**src/rtl/rwm_defs.vh**
```
// Constants for the reset, watchdog and clock-loss monitor block
// Notes on behaviour
// After power-on, hold reset for 4064 clock cycles so the clock generator settles.
// If reset pin still low after that count, stay in reset until it rises.
// On any reset condition drive the reset pin low four cycles, then release.
// Sample pin two cycles after release; low means external, high means internal.
// Power-on and pin resets share one vector; watchdog and clock loss own one each.
// Reset aborts execution, forces start address, initialises registers and control bits.
// Enabled watchdog runs freely; missing service before timeout starts a system reset.
// Watchdog enable follows disable config bit, latched only at a following reset.
// In special modes watchdog resets start inhibited; writing disable bit 0 enables them.
// Watchdog clock is bus clock over 2^15, then over 1, 4, 16 or 64.
// Reset clears rate field; normal modes allow one write within 64 cycles.
// Write 55h to arm, then AAh; only that ordered pair clears the watchdog.
// Other writes may come between arming and clearing without harm.
// With monitor enabled, no clock edge within the RC delay issues a reset.
// Clock monitor works from its RC delay without any device clock.
// Below 10 kHz is a failure; 200 kHz or more never is.
// Stopping clocks with the monitor enabled produces a reset sequence.
// Software clears monitor enable before stop and sets it again afterwards.
// Every reset clears the clock monitor enable bit.
// Completed service restarts the count from zero and disarms clearing.
// Service writes of other values never clear the watchdog count.
`ifndef RWM_DEFS_VH
`define RWM_DEFS_VH
`define RWM_POR_CYCLES 12'hFE0
`define RWM_PIN_DRIVE_CYCLES 3'h4
`define RWM_PIN_SAMPLE_DELAY 3'h2
`define RWM_RATE_WINDOW 7'h40
`define RWM_PRESCALE_BITS 15
`define RWM_ARM_CODE 8'h55
`define RWM_CLEAR_CODE 8'hAA
`define RWM_CAUSE_EXT 2'h0
`define RWM_CAUSE_CLK 2'h1
`define RWM_CAUSE_WDG 2'h2
`define RWM_VEC_EXT 16'hFFFE
`define RWM_VEC_CLK 16'hFFFC
`define RWM_VEC_WDG 16'hFFFA
`define RWM_VEC_SPECIAL_MASK 16'hBFFF
`endif

```
**src/rtl/rwm_reset_ctrl.v**
```verilog
// Reset sequencer with software watchdog and clock-loss monitor
`timescale 1ns/10ps
`include "rwm_defs.vh"
module rwm_reset_ctrl
#(
	parameter POR_CYCLES = 4064
)
(
	// Clock and power-on reset
	input wire I_MCLK,
	input wire I_RST_B,
	// Reset pin, open drain
	input wire I_RESET_PIN_IN,
	output wire O_RESET_PIN_OUT,
	output wire O_RESET_PIN_OE,
	// Operating mode and configuration
	input wire I_SPECIAL_MODE,
	input wire I_WATCHDOG_DISABLE_CFG,
	// Watchdog rate select write
	input wire I_RATE_WR,
	input wire [1:0] I_WATCHDOG_RATE_SEL,
	// Watchdog service register write
	input wire I_SERVICE_WR,
	input wire [7:0] I_SERVICE_DATA,
	// Disable-resets bit write (special modes)
	input wire I_DISABLE_RESETS_WR,
	input wire I_DISABLE_RESETS_DATA,
	// Clock monitor enable write and RC-delay timeout
	input wire I_CLOCK_LOSS_EN_WR,
	input wire I_CLOCK_LOSS_EN_DATA,
	input wire I_CLK_LOSS_TIMEOUT,
	// Status and core reset
	output reg O_CORE_RST,
	output reg [15:0] O_RESET_VECTOR,
	output reg [1:0] O_RESET_CAUSE,
	output reg [1:0] O_RATE_SEL,
	output reg O_CLOCK_LOSS_DETECT_EN,
	output reg O_DISABLE_RESETS_BIT,
	output reg O_WATCHDOG_EN
);

	// One-hot sequencer states
	localparam ST_POR = 4'h1;
	localparam ST_DRIVE = 4'h2;
	localparam ST_WAIT = 4'h4;
	localparam ST_RUN = 4'h8;

	// Terminal counts; the sample wait adds three cycles of pin-filter lag
	// Power-on count limited to 4096 by the counter width
	localparam [31:0] POR_LAST = POR_CYCLES - 1;
	localparam [2:0] DRIVE_LAST = `RWM_PIN_DRIVE_CYCLES - 3'h1;
	localparam [2:0] SAMPLE_LAST = `RWM_PIN_SAMPLE_DELAY + 3'h3;

	reg rst_s1_reg;
	reg rst_s2_reg;
	wire rst_n = rst_s2_reg;

	always @(posedge I_MCLK or negedge I_RST_B)
	begin
		if (!I_RST_B)
		begin
			rst_s1_reg <= 1'b0;
			rst_s2_reg <= 1'b0;
		end
		else
		begin
			rst_s1_reg <= 1'b1;
			rst_s2_reg <= rst_s1_reg;
		end
	end

	// Pin synchroniser: first stage read only by second
	reg pin_s1_reg;
	reg pin_s2_reg;
	reg pin_s3_reg;
	reg pin_level_reg;
	always @(posedge I_MCLK or negedge rst_n)
	begin
		if (!rst_n)
		begin
			pin_s1_reg <= 1'b1;
			pin_s2_reg <= 1'b1;
			pin_s3_reg <= 1'b1;
			pin_level_reg <= 1'b1;
		end
		else
		begin
			pin_s1_reg <= I_RESET_PIN_IN;
			pin_s2_reg <= pin_s1_reg;
			pin_s3_reg <= pin_s2_reg;
			if (pin_s2_reg == pin_s3_reg)
				pin_level_reg <= pin_s3_reg;
		end
	end

	// RC timeout is asynchronous; it is produced without this clock
	reg clk_s1_reg;
	reg clk_s2_reg;
	reg clk_s3_reg;
	always @(posedge I_MCLK or negedge rst_n)
	begin
		if (!rst_n)
		begin
			clk_s1_reg <= 1'b0;
			clk_s2_reg <= 1'b0;
			clk_s3_reg <= 1'b0;
		end
		else
		begin
			clk_s1_reg <= I_CLK_LOSS_TIMEOUT;
			clk_s2_reg <= clk_s1_reg;
			clk_s3_reg <= clk_s2_reg;
		end
	end
	wire clk_loss = clk_s2_reg & clk_s3_reg;

	reg [3:0] state_reg;
	reg [11:0] por_cnt_reg;
	reg [2:0] seq_cnt_reg;
	reg [6:0] win_cnt_reg;
	reg rate_locked_reg;
	reg armed_reg;
	// Top bit is the slowest tap, so every rate code reaches its timeout
	reg [`RWM_PRESCALE_BITS+6:0] wdg_cnt_reg;
	reg [1:0] pend_cause_reg;
	reg internal_req_reg;

	// Special modes fetch from the mirrored page below the normal vectors
	function [15:0] vec_of;
		input [1:0] cause;
		input special;
		reg [15:0] v;
		begin
			case (cause)
				`RWM_CAUSE_CLK: v = `RWM_VEC_CLK;
				`RWM_CAUSE_WDG: v = `RWM_VEC_WDG;
				default: v = `RWM_VEC_EXT;
			endcase
			vec_of = special ? (v & `RWM_VEC_SPECIAL_MASK) : v;
		end
	endfunction

	// Watchdog timeout bit per rate code
	reg wdg_timeout;
	always @*
	begin
		case (O_RATE_SEL)
			2'h0: wdg_timeout = wdg_cnt_reg[`RWM_PRESCALE_BITS];
			2'h1: wdg_timeout = wdg_cnt_reg[`RWM_PRESCALE_BITS+2];
			2'h2: wdg_timeout = wdg_cnt_reg[`RWM_PRESCALE_BITS+4];
			default: wdg_timeout = wdg_cnt_reg[`RWM_PRESCALE_BITS+6];
		endcase
	end

	wire running = state_reg == ST_RUN;
	wire service_ok = I_SERVICE_WR && I_SERVICE_DATA == `RWM_CLEAR_CODE && armed_reg;
	wire wdg_fire = running && O_WATCHDOG_EN && !O_DISABLE_RESETS_BIT && wdg_timeout;
	wire clk_fire = running && O_CLOCK_LOSS_DETECT_EN && clk_loss;
	wire ext_fire = running && !pin_level_reg;

	// Normal modes take one rate write inside the window; special modes any time
	wire rate_wr_ok = I_RATE_WR && (I_SPECIAL_MODE || (!rate_locked_reg && win_cnt_reg != `RWM_RATE_WINDOW));
	wire arm_wr = I_SERVICE_WR && I_SERVICE_DATA == `RWM_ARM_CODE;

	// Clock loss outranks the watchdog when both strike together
	reg [1:0] fire_cause;
	always @*
	begin
		if (clk_fire)
			fire_cause = `RWM_CAUSE_CLK;
		else if (wdg_fire)
			fire_cause = `RWM_CAUSE_WDG;
		else
			fire_cause = `RWM_CAUSE_EXT;
	end

	// Open drain: the pin is only ever pulled low, never driven high
	assign O_RESET_PIN_OUT = 1'b0;
	assign O_RESET_PIN_OE = state_reg == ST_DRIVE;

	always @(posedge I_MCLK or negedge rst_n)
	begin
		if (!rst_n)
		begin
			state_reg <= ST_POR;
			por_cnt_reg <= 12'h000;
			seq_cnt_reg <= 3'h0;
			win_cnt_reg <= 7'h00;
			rate_locked_reg <= 1'b0;
			armed_reg <= 1'b0;
			wdg_cnt_reg <= {(`RWM_PRESCALE_BITS+7){1'b0}};
			pend_cause_reg <= `RWM_CAUSE_EXT;
			internal_req_reg <= 1'b0;
			O_CORE_RST <= 1'b1;
			O_RESET_VECTOR <= `RWM_VEC_EXT;
			O_RESET_CAUSE <= `RWM_CAUSE_EXT;
			O_RATE_SEL <= 2'h0;
			O_CLOCK_LOSS_DETECT_EN <= 1'b0;
			O_DISABLE_RESETS_BIT <= 1'b0;
			O_WATCHDOG_EN <= 1'b0;
		end
		else
		begin
			case (state_reg)
				// Pin may be low already; the sample stage decides what follows
				ST_POR:
				begin
					if ({20'h00000, por_cnt_reg} != POR_LAST)
						por_cnt_reg <= por_cnt_reg + 12'h001;
					else
					begin
						state_reg <= ST_DRIVE;
						seq_cnt_reg <= 3'h0;
						pend_cause_reg <= `RWM_CAUSE_EXT;
						internal_req_reg <= 1'b0;
					end
				end

				// Pin pulled low for a fixed count, whatever the cause
				ST_DRIVE:
				begin
					if (seq_cnt_reg != DRIVE_LAST)
						seq_cnt_reg <= seq_cnt_reg + 3'h1;
					else
					begin
						seq_cnt_reg <= 3'h0;
						state_reg <= ST_WAIT;
					end
				end

				ST_WAIT:
				begin
					// Pin sync lag is covered by the extra settle cycles
					if (seq_cnt_reg != SAMPLE_LAST)
						seq_cnt_reg <= seq_cnt_reg + 3'h1;
					else if (pin_level_reg)
					begin
						state_reg <= ST_RUN;
						O_CORE_RST <= 1'b0;
						O_RESET_CAUSE <= internal_req_reg ? pend_cause_reg : `RWM_CAUSE_EXT;
						O_RESET_VECTOR <= vec_of(internal_req_reg ? pend_cause_reg : `RWM_CAUSE_EXT,
							I_SPECIAL_MODE);
						O_WATCHDOG_EN <= !I_WATCHDOG_DISABLE_CFG;
						O_DISABLE_RESETS_BIT <= I_SPECIAL_MODE;
						O_RATE_SEL <= 2'h0;
						O_CLOCK_LOSS_DETECT_EN <= 1'b0;
						rate_locked_reg <= 1'b0;
						win_cnt_reg <= 7'h00;
						armed_reg <= 1'b0;
						wdg_cnt_reg <= {(`RWM_PRESCALE_BITS+7){1'b0}};
					end
					else
						// Pin still held low from outside: the cause becomes external
						internal_req_reg <= 1'b0;
				end

				ST_RUN:
				begin
					// Window count stops at its end so late rate writes stay refused
					if (win_cnt_reg != `RWM_RATE_WINDOW)
						win_cnt_reg <= win_cnt_reg + 7'h01;

					if (rate_wr_ok)
					begin
						O_RATE_SEL <= I_WATCHDOG_RATE_SEL;
						rate_locked_reg <= 1'b1;
					end

					if (I_DISABLE_RESETS_WR && I_SPECIAL_MODE)
						O_DISABLE_RESETS_BIT <= I_DISABLE_RESETS_DATA;

					if (I_CLOCK_LOSS_EN_WR)
						O_CLOCK_LOSS_DETECT_EN <= I_CLOCK_LOSS_EN_DATA;

					// A clear outranks counting and leaves the mechanism disarmed
					if (service_ok)
					begin
						wdg_cnt_reg <= {(`RWM_PRESCALE_BITS+7){1'b0}};
						armed_reg <= 1'b0;
					end
					else
					begin
						wdg_cnt_reg <= wdg_cnt_reg + 1'b1;
						if (arm_wr)
							armed_reg <= 1'b1;
					end

					if (clk_fire || wdg_fire || ext_fire)
					begin
						state_reg <= ST_DRIVE;
						seq_cnt_reg <= 3'h0;
						O_CORE_RST <= 1'b1;
						// Cleared at once so no stale setting survives the sequence
						O_CLOCK_LOSS_DETECT_EN <= 1'b0;
						O_RATE_SEL <= 2'h0;
						internal_req_reg <= clk_fire | wdg_fire;
						pend_cause_reg <= fire_cause;
					end
				end

				default:
					state_reg <= ST_POR;
			endcase
		end
	end

endmodule

```
**config.mk**
```make
export PLATFORM = sky130hd
export DESIGN_NAME = rwm_reset_ctrl
export DESIGN_NICKNAME = d
export VERILOG_FILES = /design/src/rtl/rwm_reset_ctrl.v
export VERILOG_INCLUDE_DIRS = /design/src /design/src/rtl
export SDC_FILE = /design/constraint.sdc
export NUM_CORES = 1
export LEC_CHECK = 0
export ABC_AREA = 1
export BUFFER_PORTS_ARGS = -buffer_cell sky130_fd_sc_hd__buf_2
export CELL_PAD_IN_SITES_DETAIL_PLACEMENT = 0
export CELL_PAD_IN_SITES_GLOBAL_PLACEMENT = 2
export CORE_MARGIN = 3
export CORE_UTILIZATION = 32
export DETAILED_ROUTE_END_ITERATION = 16
export GPL_TIMING_DRIVEN = 0
export PLACE_DENSITY = 0.86
export SYNTH_ARGS = -nofsm -noshare
export SYNTH_HDL_FRONTEND = slang
export SYNTH_SLANG_ARGS = --single-unit
```
**constraint.sdc**
```tcl
create_clock -name I_MCLK -period 3.1 [get_ports I_MCLK]
set_input_delay 0 -clock I_MCLK [delete_from_list [all_inputs] [get_ports I_MCLK]]
set_output_delay 0 -clock I_MCLK [all_outputs]
set_load 0.01 [all_outputs]
```
==> run metrics, run 1 <==
final wirelength just under 10,000 um; die height roughly 120 um; Hold Path Class in -> reg; final net count 653; Slew Limit Fails 0; CP required 3.32 ns; pwr dens 420.5 nW/um^2; Worst Path Class, Setup reg -> reg; Vias 3,545; clock sinks 73; placed inst area around 4600 um^2; Initial Util between 30% and 40%; Boundary Pins 48; CTS tree built; CTS Hold Bufs 10; Synth Area per Inst around 7.5 um^2; Port Buffers 33; Synth cell types 37; post-route ant nets 0; DR iter-0 viols roughly 210; Core ar. ~13,000 um^2; part of the Yosys area used for sequential elements between 40 and 50%; global-route wire length before repair around 17,000 um; Fin Clk Skew slightly below 0.005 ns; PostCTS Resize Cnt 0; GRT overflow 0; Worst IR Drop VDD 0.2890 mV; detailed-route wire length per cell 12.19 um; detailed placement HPWL roughly 7300 um; number of global-route vias before repair around 3.5k; RSZ-0062 raised after global routing false; std cell rows a little over 40; max_cap viols 0; FF+latch count, synth 73; setup fix buffers added after clock tree synthesis 0; Max stage delay on crit path just under 0.4 ns; Max clock buf depth 2; max FFs per register 22; register area about 1800 um^2; fin cells 800; RePlAce Congestion 0.7668; post-synthesis cell count between 500 and 600; crit share post-route a little under three fifths; die area approximately 14,000 um^2; number of synthesized flops with an enable pin 0; CP cell instances inv_1 -> ha_1 -> nand2_1 -> nor2_1 -> nand3_2 -> nand2_4 -> buf_6 -> nand2_1 -> inv_1 -> nor2_1; Clock transition at path regs around 0.06 ns; most frequent cells in the layout nand2_1, inv_1, dfrtp_1; fmax 0.5825 GHz; share of cells above drive strength 1 around 16%; Netlist Area Pre-Place about 4200 um^2; CP max-delay cell dfrtp_1; Primary FF master, synth dfrtp_1; overall die width between 100 and 150 um; final setup vio count 0; Crit Path Max Fanout 10; Design Area, Final just over 5000 um^2; fill cell count about 1.3k; vias per cell around 4.4; antenna cells 0; Clock Root Buffer clkbuf_16; leak pwr roughly 2.5 nW; Overall Global Routing Usage between 10 and 15%; Num CTS Buffers 9; area occupied by multi-input gates 1961 um^2; Placed Cells between 700 and 800; most common cell after layout, fill and taps aside nand2_1; CP Launch Type register; Worst setup EP type register; initial antenna violation count 0; arrival time worst endpoint roughly 1.9 ns; Clk Latency, worst-skew pair roughly 0.33 ns; Async SR Flop Fraction 100.0%; post-route core utilization 39.70%; final hold violations 0; status completed; Final Critical Period approximately 1.7 ns; Yosys warnings 0; H-tree Lvls 3; largest net degree at the start of global routing 44; Area growth syn-to-layout 20.65%; first drt pass iteration count 5; Final Hold Slack 0.04633 ns; DR DRC count 0
## metal layers
layer,track usage [%],part of all wire [%]
met1,19.78,50
met3,2.309,2.5
met5,0,0
met4,5.798,1.5
met2,23.64,46
## kinds of logic (layout without fill, tap and decap cells)
kind of cell             Yosys count  in the layout  synth area share, %
AO/OA/AOI/OAI                     43             43                5.882
XOR/XNOR                          19             19                3.992
adder cells (fa/ha/maj)            9              9                2.641
buffers and inverters             89            149                10.05
flip-flops                        73             73                44.09
other                              2             15               0.1801
AND/OR/NAND/NOR                  320            320                33.16
## Yosys cell counts, types with 4 or more instances
library cell	count	share of area [%]
inv_1	65	5.9
buf_4	16	2.9
xor2_1	15	3.2
dfstp_2	9	5.7
nor2_1	60	5.4
nand3_2	4	0.96
nor3_1	10	1.2
nand2_1	177	16
nand3_1	41	4.9
nand4_1	12	1.8
o21ai_0	29	3.5
a21oi_1	8	0.96
dfrtp_1	64	38
xnor2_1	4	0.84
ha_1	8	2.4
## path summary, 6_finish.rpt
check / slack, ns / depth (start not counted) / start / to
hold reg to reg: 0.28 / 0 / rst_n / wdg_cnt_reg[5]
min in group asynchronous: 0.28 / 0 / rst_n / wdg_cnt_reg[5]
setup / recovery: 1.38 / 10 / seq_cnt_reg[1] / wdg_cnt_reg[11]
setup reg to reg: 1.38 / 10 / seq_cnt_reg[1] / wdg_cnt_reg[11]
hold / removal: 0.05 / 6 / I_SERVICE_DATA[5] / armed_reg
max in group asynchronous: 2.19 / 1 / rst_n / O_RESET_VECTOR[14]
## layout make-up
cell class | instances | area share, %
Clock inverter | 3 | 0.7960
Inverter | 67 | 5.000
Multi-Input combinational cell | 406 | 38.98
Clock buffer | 13 | 5.174
Tap cell | 172 | 4.279
Timing Repair Buffer | 44 | 5.821
Sequential cell | 73 | 36.62
Buffer | 22 | 3.333
## metrics by stage
step	worst slack, ns	total power [mW]	TNS (ns)
after floorplan	0.9323	1.037	0
after global placement	-0.1985	1.068	-11.97
after detailed placement	1.352	1.074	0
after CTS	1.348	2.150	0
after global routing	1.225	2.196	0
final	1.383	2.115	0
## where the power goes
| part | leakage, nW | internal [mW] | switching, mW |
|---|---|---|---|
| Combinational | 1.52 | 0.0401 | 0.0428 |
| Sequential | 0.844 | 0.968 | 0.0137 |
| Clock | 0.150 | 0.665 | 0.385 |
| Total | 2.51 | 1.67 | 0.442 |
## critical path: cells and delay by family, from the launching register on
family                     cells  cell delay, ns
buffers and inverters          3            0.38
and+or+nand+nor                6            0.70
DFF                            1            0.39
adders and majority gates      1            0.13
Power figures use the tool's default switching activity.
==> run 2: changes to the inputs <==
==> constraint.sdc (replaced) <==
create_clock -name I_MCLK -period 1.6 [get_ports I_MCLK]
set_input_delay 0 -clock I_MCLK [delete_from_list [all_inputs] [get_ports I_MCLK]]
set_output_delay 0 -clock I_MCLK [all_outputs]
set_load 0.01 [all_outputs]
==> run metrics, run 2 (same netlist as run 1, synthesis figures left out) <==
status finished, violations left; violated checks negative setup slack; DR iter-0 viols 169 (-21%); CP bufs+invs 3 (unchanged); Worst Hold Endpoint O_DISABLE_RESETS_BIT; final net count 668 (+2.3%); CP cell instances nor2_4 -> buf_4 -> nand3_2 -> nand2_4 -> buf_4 -> buf_4 -> nand2_1 -> xor2_1 -> nor2_1; Worst setup EP type register; die area 14,430 um^2 (unchanged); first drt pass iteration count 7 (+2); post-route ant nets 0 (unchanged); delay-heaviest family, CP flip-flops; FF-to-FF path depth 9 (-1); Power Total 4.539 mW (+110%); fmax 0.6049 GHz (+3.8%); arrival time worst endpoint 1.87 ns (-0.07 ns); Final Critical Period 1.653 ns (-0.06362 ns); max FFs per register 22 (unchanged); GRT overflow 0 (unchanged); antenna cells 0 (unchanged); Crit Path Max Fanout 5 (-5); DR DRC count 0 (unchanged); Overall Global Routing Usage 14.98% (+0.31 points); number of global-route vias before repair 3,647 (+3.6%); CP required 1.82 ns (-1.50 ns); Num CTS Buffers 9 (unchanged); Clock transition at path regs 0.06 ns (about the same); Design Area, Final 5345 um^2 (+6.3%); Max clock buf depth 2 (unchanged); die height 120.1 um (unchanged); Worst path most repeated cell buf_4; placed inst area 4629 um^2 (unchanged); Max stage delay on crit path 0.57 ns (+0.18 ns); CP max-delay cell dfstp_2; RSZ-0062 raised after global routing true; initial antenna violation count 1 (+1); leak pwr 2.675 nW (+6.5%); detailed placement HPWL 7409 um (+1.6%); fill cell count 1,326 (-0.075%); crit path from state_reg[0]; Worst-Margin Slew 0.5368 ns; clock sinks 73 (unchanged); detailed-route wire length per cell 12.50 um (+2.6%); final wirelength 10,190 um (+4.5%); final hold violations 0 (unchanged); global-route wire length before repair 17,320 um (+2.4%); CTS tree built; crit share post-route 103.3% (+48 points); most frequent cells in the layout nand2_1, dfrtp_1, inv_1; largest net degree at the start of global routing 60 (+36%); share of cells above drive strength 1 21.31% (+5.5 points); final setup margin -0.05324 ns (-1.436 ns); most common cell after layout, fill and taps aside nand2_1; Worst IR Drop VDD 0.5279 mV (+83%); max_cap viols 0 (unchanged); Worst Path Class, Setup reg -> reg; Clock Root Buffer clkbuf_16; Initial Util 32.90% (unchanged); Vias 3,683 (+3.9%); Reg2Reg Setup Slack -0.05 ns (-1.44 ns); Port Buffers 33 (unchanged); Boundary Pins 48 (unchanged); std cell rows 41 (unchanged); hold path start I_DISABLE_RESETS_DATA; RePlAce Congestion 0.7842 (+2.3%); Fin Clk Skew 0.006416 ns (+0.001447 ns); vias per cell 4.519 (+2.0%); reg2reg start state_reg[0]; CP Launch Type register; Hold Path Class in -> reg; pwr dens 849.1 nW/um^2 (+100%); Core ar. 12,670 um^2 (unchanged); Hold Path Depth 5 (-1); final setup vio count 6 (+6); Slew Limit Fails 0 (unchanged); overall die width 120.1 um (unchanged); H-tree Lvls 3 (unchanged); Clk Latency, worst-skew pair 0.33 ns (about the same); Max-slew headroom 64.10%; r2r endpoint wdg_cnt_reg[10]; Area growth syn-to-layout 28.21%
[run 2: final cells by class]
cell class / instances / area, um^2 / area share (%)
Multi-Input combinational cell: 406 / 2034 / 38.06
Sequential cell: 73 / 1842 / 34.46
Timing Repair Buffer: 60 / 461.7 / 8.638
Inverter: 67 / 254.0 / 4.752
Clock buffer: 10 / 229.0 / 4.284
Tap cell: 172 / 215.2 / 4.026
Buffer: 21 / 178.9 / 3.347
Clock inverter: 6 / 130.1 / 2.434
[run 2: stage by stage]
step	setup slack (ns)	TNS, ns	hold slack [ns]	std cells	utilization (%)
final	-0.05324	-0.1178	0.008722	815	42.18
after global routing	-0.1404	-3.247	0.01528	815	42.18
after CTS	-0.03132	-0.06616	0.0009612	809	41.35
after detailed placement	-0.1333	-0.8543	-0.2109	774	36.54
after global placement	-0.2273	-14.27	-0.2145	773	36.30
after floorplan	0.1482	0	-0.2956	568	-
[run 2: routing by layer]
metal,global-route usage [%],wire length (um),up-vias
met4,4.581,134,2
met5,0,7,-
met2,24.38,4875,54
met1,19.98,4776,1728
li1,-,-,1886
met3,3.299,395,13
[run 2: worst max-delay path by stage]
stage                                       to  slack (ns)  depth (start not counted)
after global routing           wdg_cnt_reg[16]       -0.14                         11
final                          wdg_cnt_reg[10]       -0.05                          9
after CTS                      wdg_cnt_reg[15]       -0.03                         10
after detailed placement       wdg_cnt_reg[11]       -0.13                         10
after global placement          win_cnt_reg[3]       -0.23                          0
after floorplan           O_DISABLE_RESETS_BIT        0.15                          8
[run 2: worst reg2reg max path: cells and delay by family (launching register included)]
| family | cells | cell delay, ns |
|---|---|---|
| buf+inv | 3 | 0.41 |
| xor+xnor | 1 | 0.17 |
| simple gates | 5 | 0.40 |
| flops | 1 | 0.57 |
[run 2: what timing repair did]
action / 4_1_cts / 5_1_grt
endpoints found under the setup margin: 24 / 49
cloned: 1 / 1
setup buffers: 8 / 6
hold buffers: 10 / 0
pin swaps: 3 / 5
hold endpoints to repair: 10 / 0
resized for setup: 12 / 23
[run 2: power by group]
part           total [mW]  internal (mW)  switching [mW]
Combinational       0.170         0.0780          0.0918
Sequential           1.89           1.88          0.0180
Clock                2.48           1.68           0.798
Total                4.54           3.63           0.908
==> run 3: changes to the inputs <==
--- a/config.mk
+++ b/config.mk
@@ -6,7 +6,6 @@
 export SDC_FILE = /design/constraint.sdc
 export NUM_CORES = 1
 export LEC_CHECK = 0
-export ABC_AREA = 1
 export BUFFER_PORTS_ARGS = -buffer_cell sky130_fd_sc_hd__buf_2
 export CELL_PAD_IN_SITES_DETAIL_PLACEMENT = 0
 export CELL_PAD_IN_SITES_GLOBAL_PLACEMENT = 2
@@ -14,7 +13,7 @@
 export CORE_UTILIZATION = 32
 export DETAILED_ROUTE_END_ITERATION = 16
 export GPL_TIMING_DRIVEN = 0
-export PLACE_DENSITY = 0.86
+export PLACE_DENSITY = 0.8
 export SYNTH_ARGS = -nofsm -noshare
 export SYNTH_HDL_FRONTEND = slang
 export SYNTH_SLANG_ARGS = --single-unit
==> run metrics, run 3 <==
status finished, violations left; violated checks negative hold slack, negative setup slack; number of global-route vias before repair 3,280 (-10%); die area 13,600 um^2 (-5.8%); Max clock buf depth 2 (unchanged); detailed-route wire length per cell 15.67 um (+25%); most common cell after layout, fill and taps aside dfrtp_1; fmax 0.5141 GHz (-15%); CP required 1.81 ns (about the same); GRT overflow 0 (unchanged); most frequent cells in the layout dfrtp_1, buf_4, buf_2; Synth Area per Inst 10.09 um^2 (+34%); final setup margin -0.3453 ns (-0.2921 ns); post-route ant nets 0 (unchanged); std cell rows 39 (-4.9%); Primary FF master, synth dfrtp_1; Hold Path Class in -> reg; synth cell count leaders dfrtp_1, nand2_1, o21ai_0; antenna cells 0 (unchanged); Fin Clk Skew 0.008050 ns (+0.001634 ns); Max-slew headroom 65.30% (+1.2 points); H-tree Lvls 3 (unchanged); Port Buffers 33 (unchanged); crit share post-route 121.6% (+18 points); Crit Path Max Fanout 3 (-2); Worst-Margin Slew 0.5188 ns (-0.01809 ns); post-synthesis cell count 388 (-30%); Core ar. 11,660 um^2 (-8.0%); Vias 3,353 (-9.0%); DR DRC count 0 (unchanged); die height 116.6 um (-2.9%); Boundary Pins 48 (unchanged); pwr dens 686.5 nW/um^2 (-19%); max FFs per register 22 (unchanged); number of synthesized flops with an enable pin 0 (unchanged); Initial Util 33.57% (+0.67 points); overall die width 116.6 um (-2.9%); final net count 544 (-19%); simple-gate area share of the yosys netlist 22.75% (-10 points); leading area contributor after synthesis dfrtp_1; Slew Limit Fails 0 (unchanged); Num CTS Buffers 9 (unchanged); clock sinks 73 (unchanged); Clk Latency, worst-skew pair 0.33 ns (about the same); DR iter-0 viols 215 (+27%); Design Area, Final 5952 um^2 (+11%); Clock Root Buffer clkbuf_16; Synth cell types 72 (+95%); final setup vio count 55 (+49); Final Critical Period 1.945 ns (+0.2921 ns); FF+latch count, synth 73 (unchanged); part of the Yosys area used for sequential elements 46.95% (+2.9 points); final hold violations 1 (+1); Compound-Gate Fraction of Synth Area 15.56% (+9.7 points); top post-synthesis cells by area dfrtp_1, dfstp_2, o21ai_0; RSZ-0062 raised after global routing true; vias per cell 5.065 (+12%); Power Total 4.086 mW (-10%); detailed placement HPWL 6233 um (-16%); max_cap viols 0 (unchanged); setup TNS -8.861 ns (-8.744 ns); leak pwr 2.613 nW (-2.3%); Clock transition at path regs 0.06 ns (about the same); Final Hold Slack -0.008220 ns (-0.01694 ns); top cell type's share of synthesized area 40.91% (+2.5 points); final wirelength 10,370 um (+1.8%); CTS tree built; xor and xnor area share after synthesis 3.803% (-0.19 points); Async SR Flop Fraction 100.0% (unchanged); Worst setup EP type register; first drt pass iteration count 4 (-3); RePlAce Congestion 0.7911 (+0.88%); placed inst area 4399 um^2 (-5.0%); arrival time worst endpoint 2.16 ns (+0.29 ns); global-route wire length before repair 16,790 um (-3.1%); Yosys warnings 0 (unchanged); share of cells above drive strength 1 49.52% (+28 points); Overall Global Routing Usage 15.88% (+0.90 points); Worst IR Drop VDD 0.3656 mV (-31%); mux cell area share after synthesis 1.406% (+1.4 points); post-route core utilization 51.04% (+8.9 points); initial antenna violation count 0 (-1); Area growth syn-to-layout 52.03%; top-count cell post-synth dfrtp_1; main combinational cell family by area after synthesis simple AND/OR/NAND/NOR gates; CP Launch Type register; Worst Path Class, Setup reg -> reg; post-synthesis adder-cell area fraction 2.812% (+0.17 points); largest net degree at the start of global routing 58 (-3.3%); Netlist Area Pre-Place 3915 um^2 (-6.1%)
-- run 3: layout make-up --
| class | count | area, um^2 |
|---|---|---|
| Clock buffer | 10 | 239.0 |
| Timing Repair Buffer | 103 | 885.9 |
| Clock inverter | 6 | 57.56 |
| Fill cell | 1043 | 5710 |
| Multi-Input combinational cell | 289 | 2414 |
| Sequential cell | 73 | 1852 |
| Inverter | 10 | 37.54 |
| Tap cell | 143 | 178.9 |
| Buffer | 28 | 287.8 |
-- run 3: final timing paths --
| path | slack (ns) | depth (start not counted) | end | start |
|---|---|---|---|---|
| max in group asynchronous | 0.79 | 1 | O_RESET_VECTOR[2] | rst_n |
| min in group asynchronous | 0.19 | 0 | por_cnt_reg[11] | rst_n |
| worst min register to register | 0.19 | 0 | por_cnt_reg[11] | rst_n |
| worst min-delay path | -0.008 | 3 | O_DISABLE_RESETS_BIT | I_DISABLE_RESETS_DATA |
| worst max register to register | -0.35 | 6 | seq_cnt_reg[0] | por_cnt_reg[0] |
| worst max-delay path | -0.35 | 6 | seq_cnt_reg[0] | por_cnt_reg[0] |
-- run 3: stage by stage --
stage / instances / hold slack [ns] / setup WS [ns]
after floorplan: 401 / -0.2956 / -0.2463
after detailed placement: 578 / -0.2109 / -0.4385
after global placement: 577 / -0.2149 / -0.4210
final: 662 / -0.008220 / -0.3453
after CTS: 637 / 0.003427 / -0.3733
after global routing: 662 / -0.002077 / -0.4225
-- run 3: critical path, stage by stage (launching register included) --
cell	delay, ns
dfrtp_1	0.40
ha_4	0.17
and4_4	0.21
nand3b_1	0.09
o21a_4	0.24
a311oi_4	0.38
mux2_4	0.33
-- run 3: where the power goes --
group / switching (mW) / internal [mW]
sequential: 0.0164 / 1.87
clock: 0.786 / 1.24
combinational: 0.0904 / 0.0842
total: 0.893 / 3.19
-- run 3: what timing repair did --
item,4_1_cts,5_1_grt
buffers inserted,31,22
cloned,3,3
hold buffers,10,1
gates resized for setup,57,118
pin swaps,18,49
setup endpoints to repair,58,63
hold endpoints to repair,9,1
-- run 3: logic make-up after synthesis --
kind of cell	count (synthesis)
fa+ha+maj	9
simple gates	152
compound gates	91
other cells	2
buf+inv	39
xor+xnor	17
mux	5
flops	73
-- run 3: routing by layer --
| layer | up-vias | part of all wire [%] | global-route usage (%) | wire length, um |
|---|---|---|---|---|
| met5 | - | 0 | 0 | 0 |
| met2 | 63 | 50 | 25.21 | 5193 |
| li1 | 1637 | - | - | - |
| met1 | 1643 | 45 | 21.79 | 4698 |
| met4 | 0 | 1.2 | 6.728 | 125 |
| met3 | 10 | 3.4 | 2.228 | 355 |
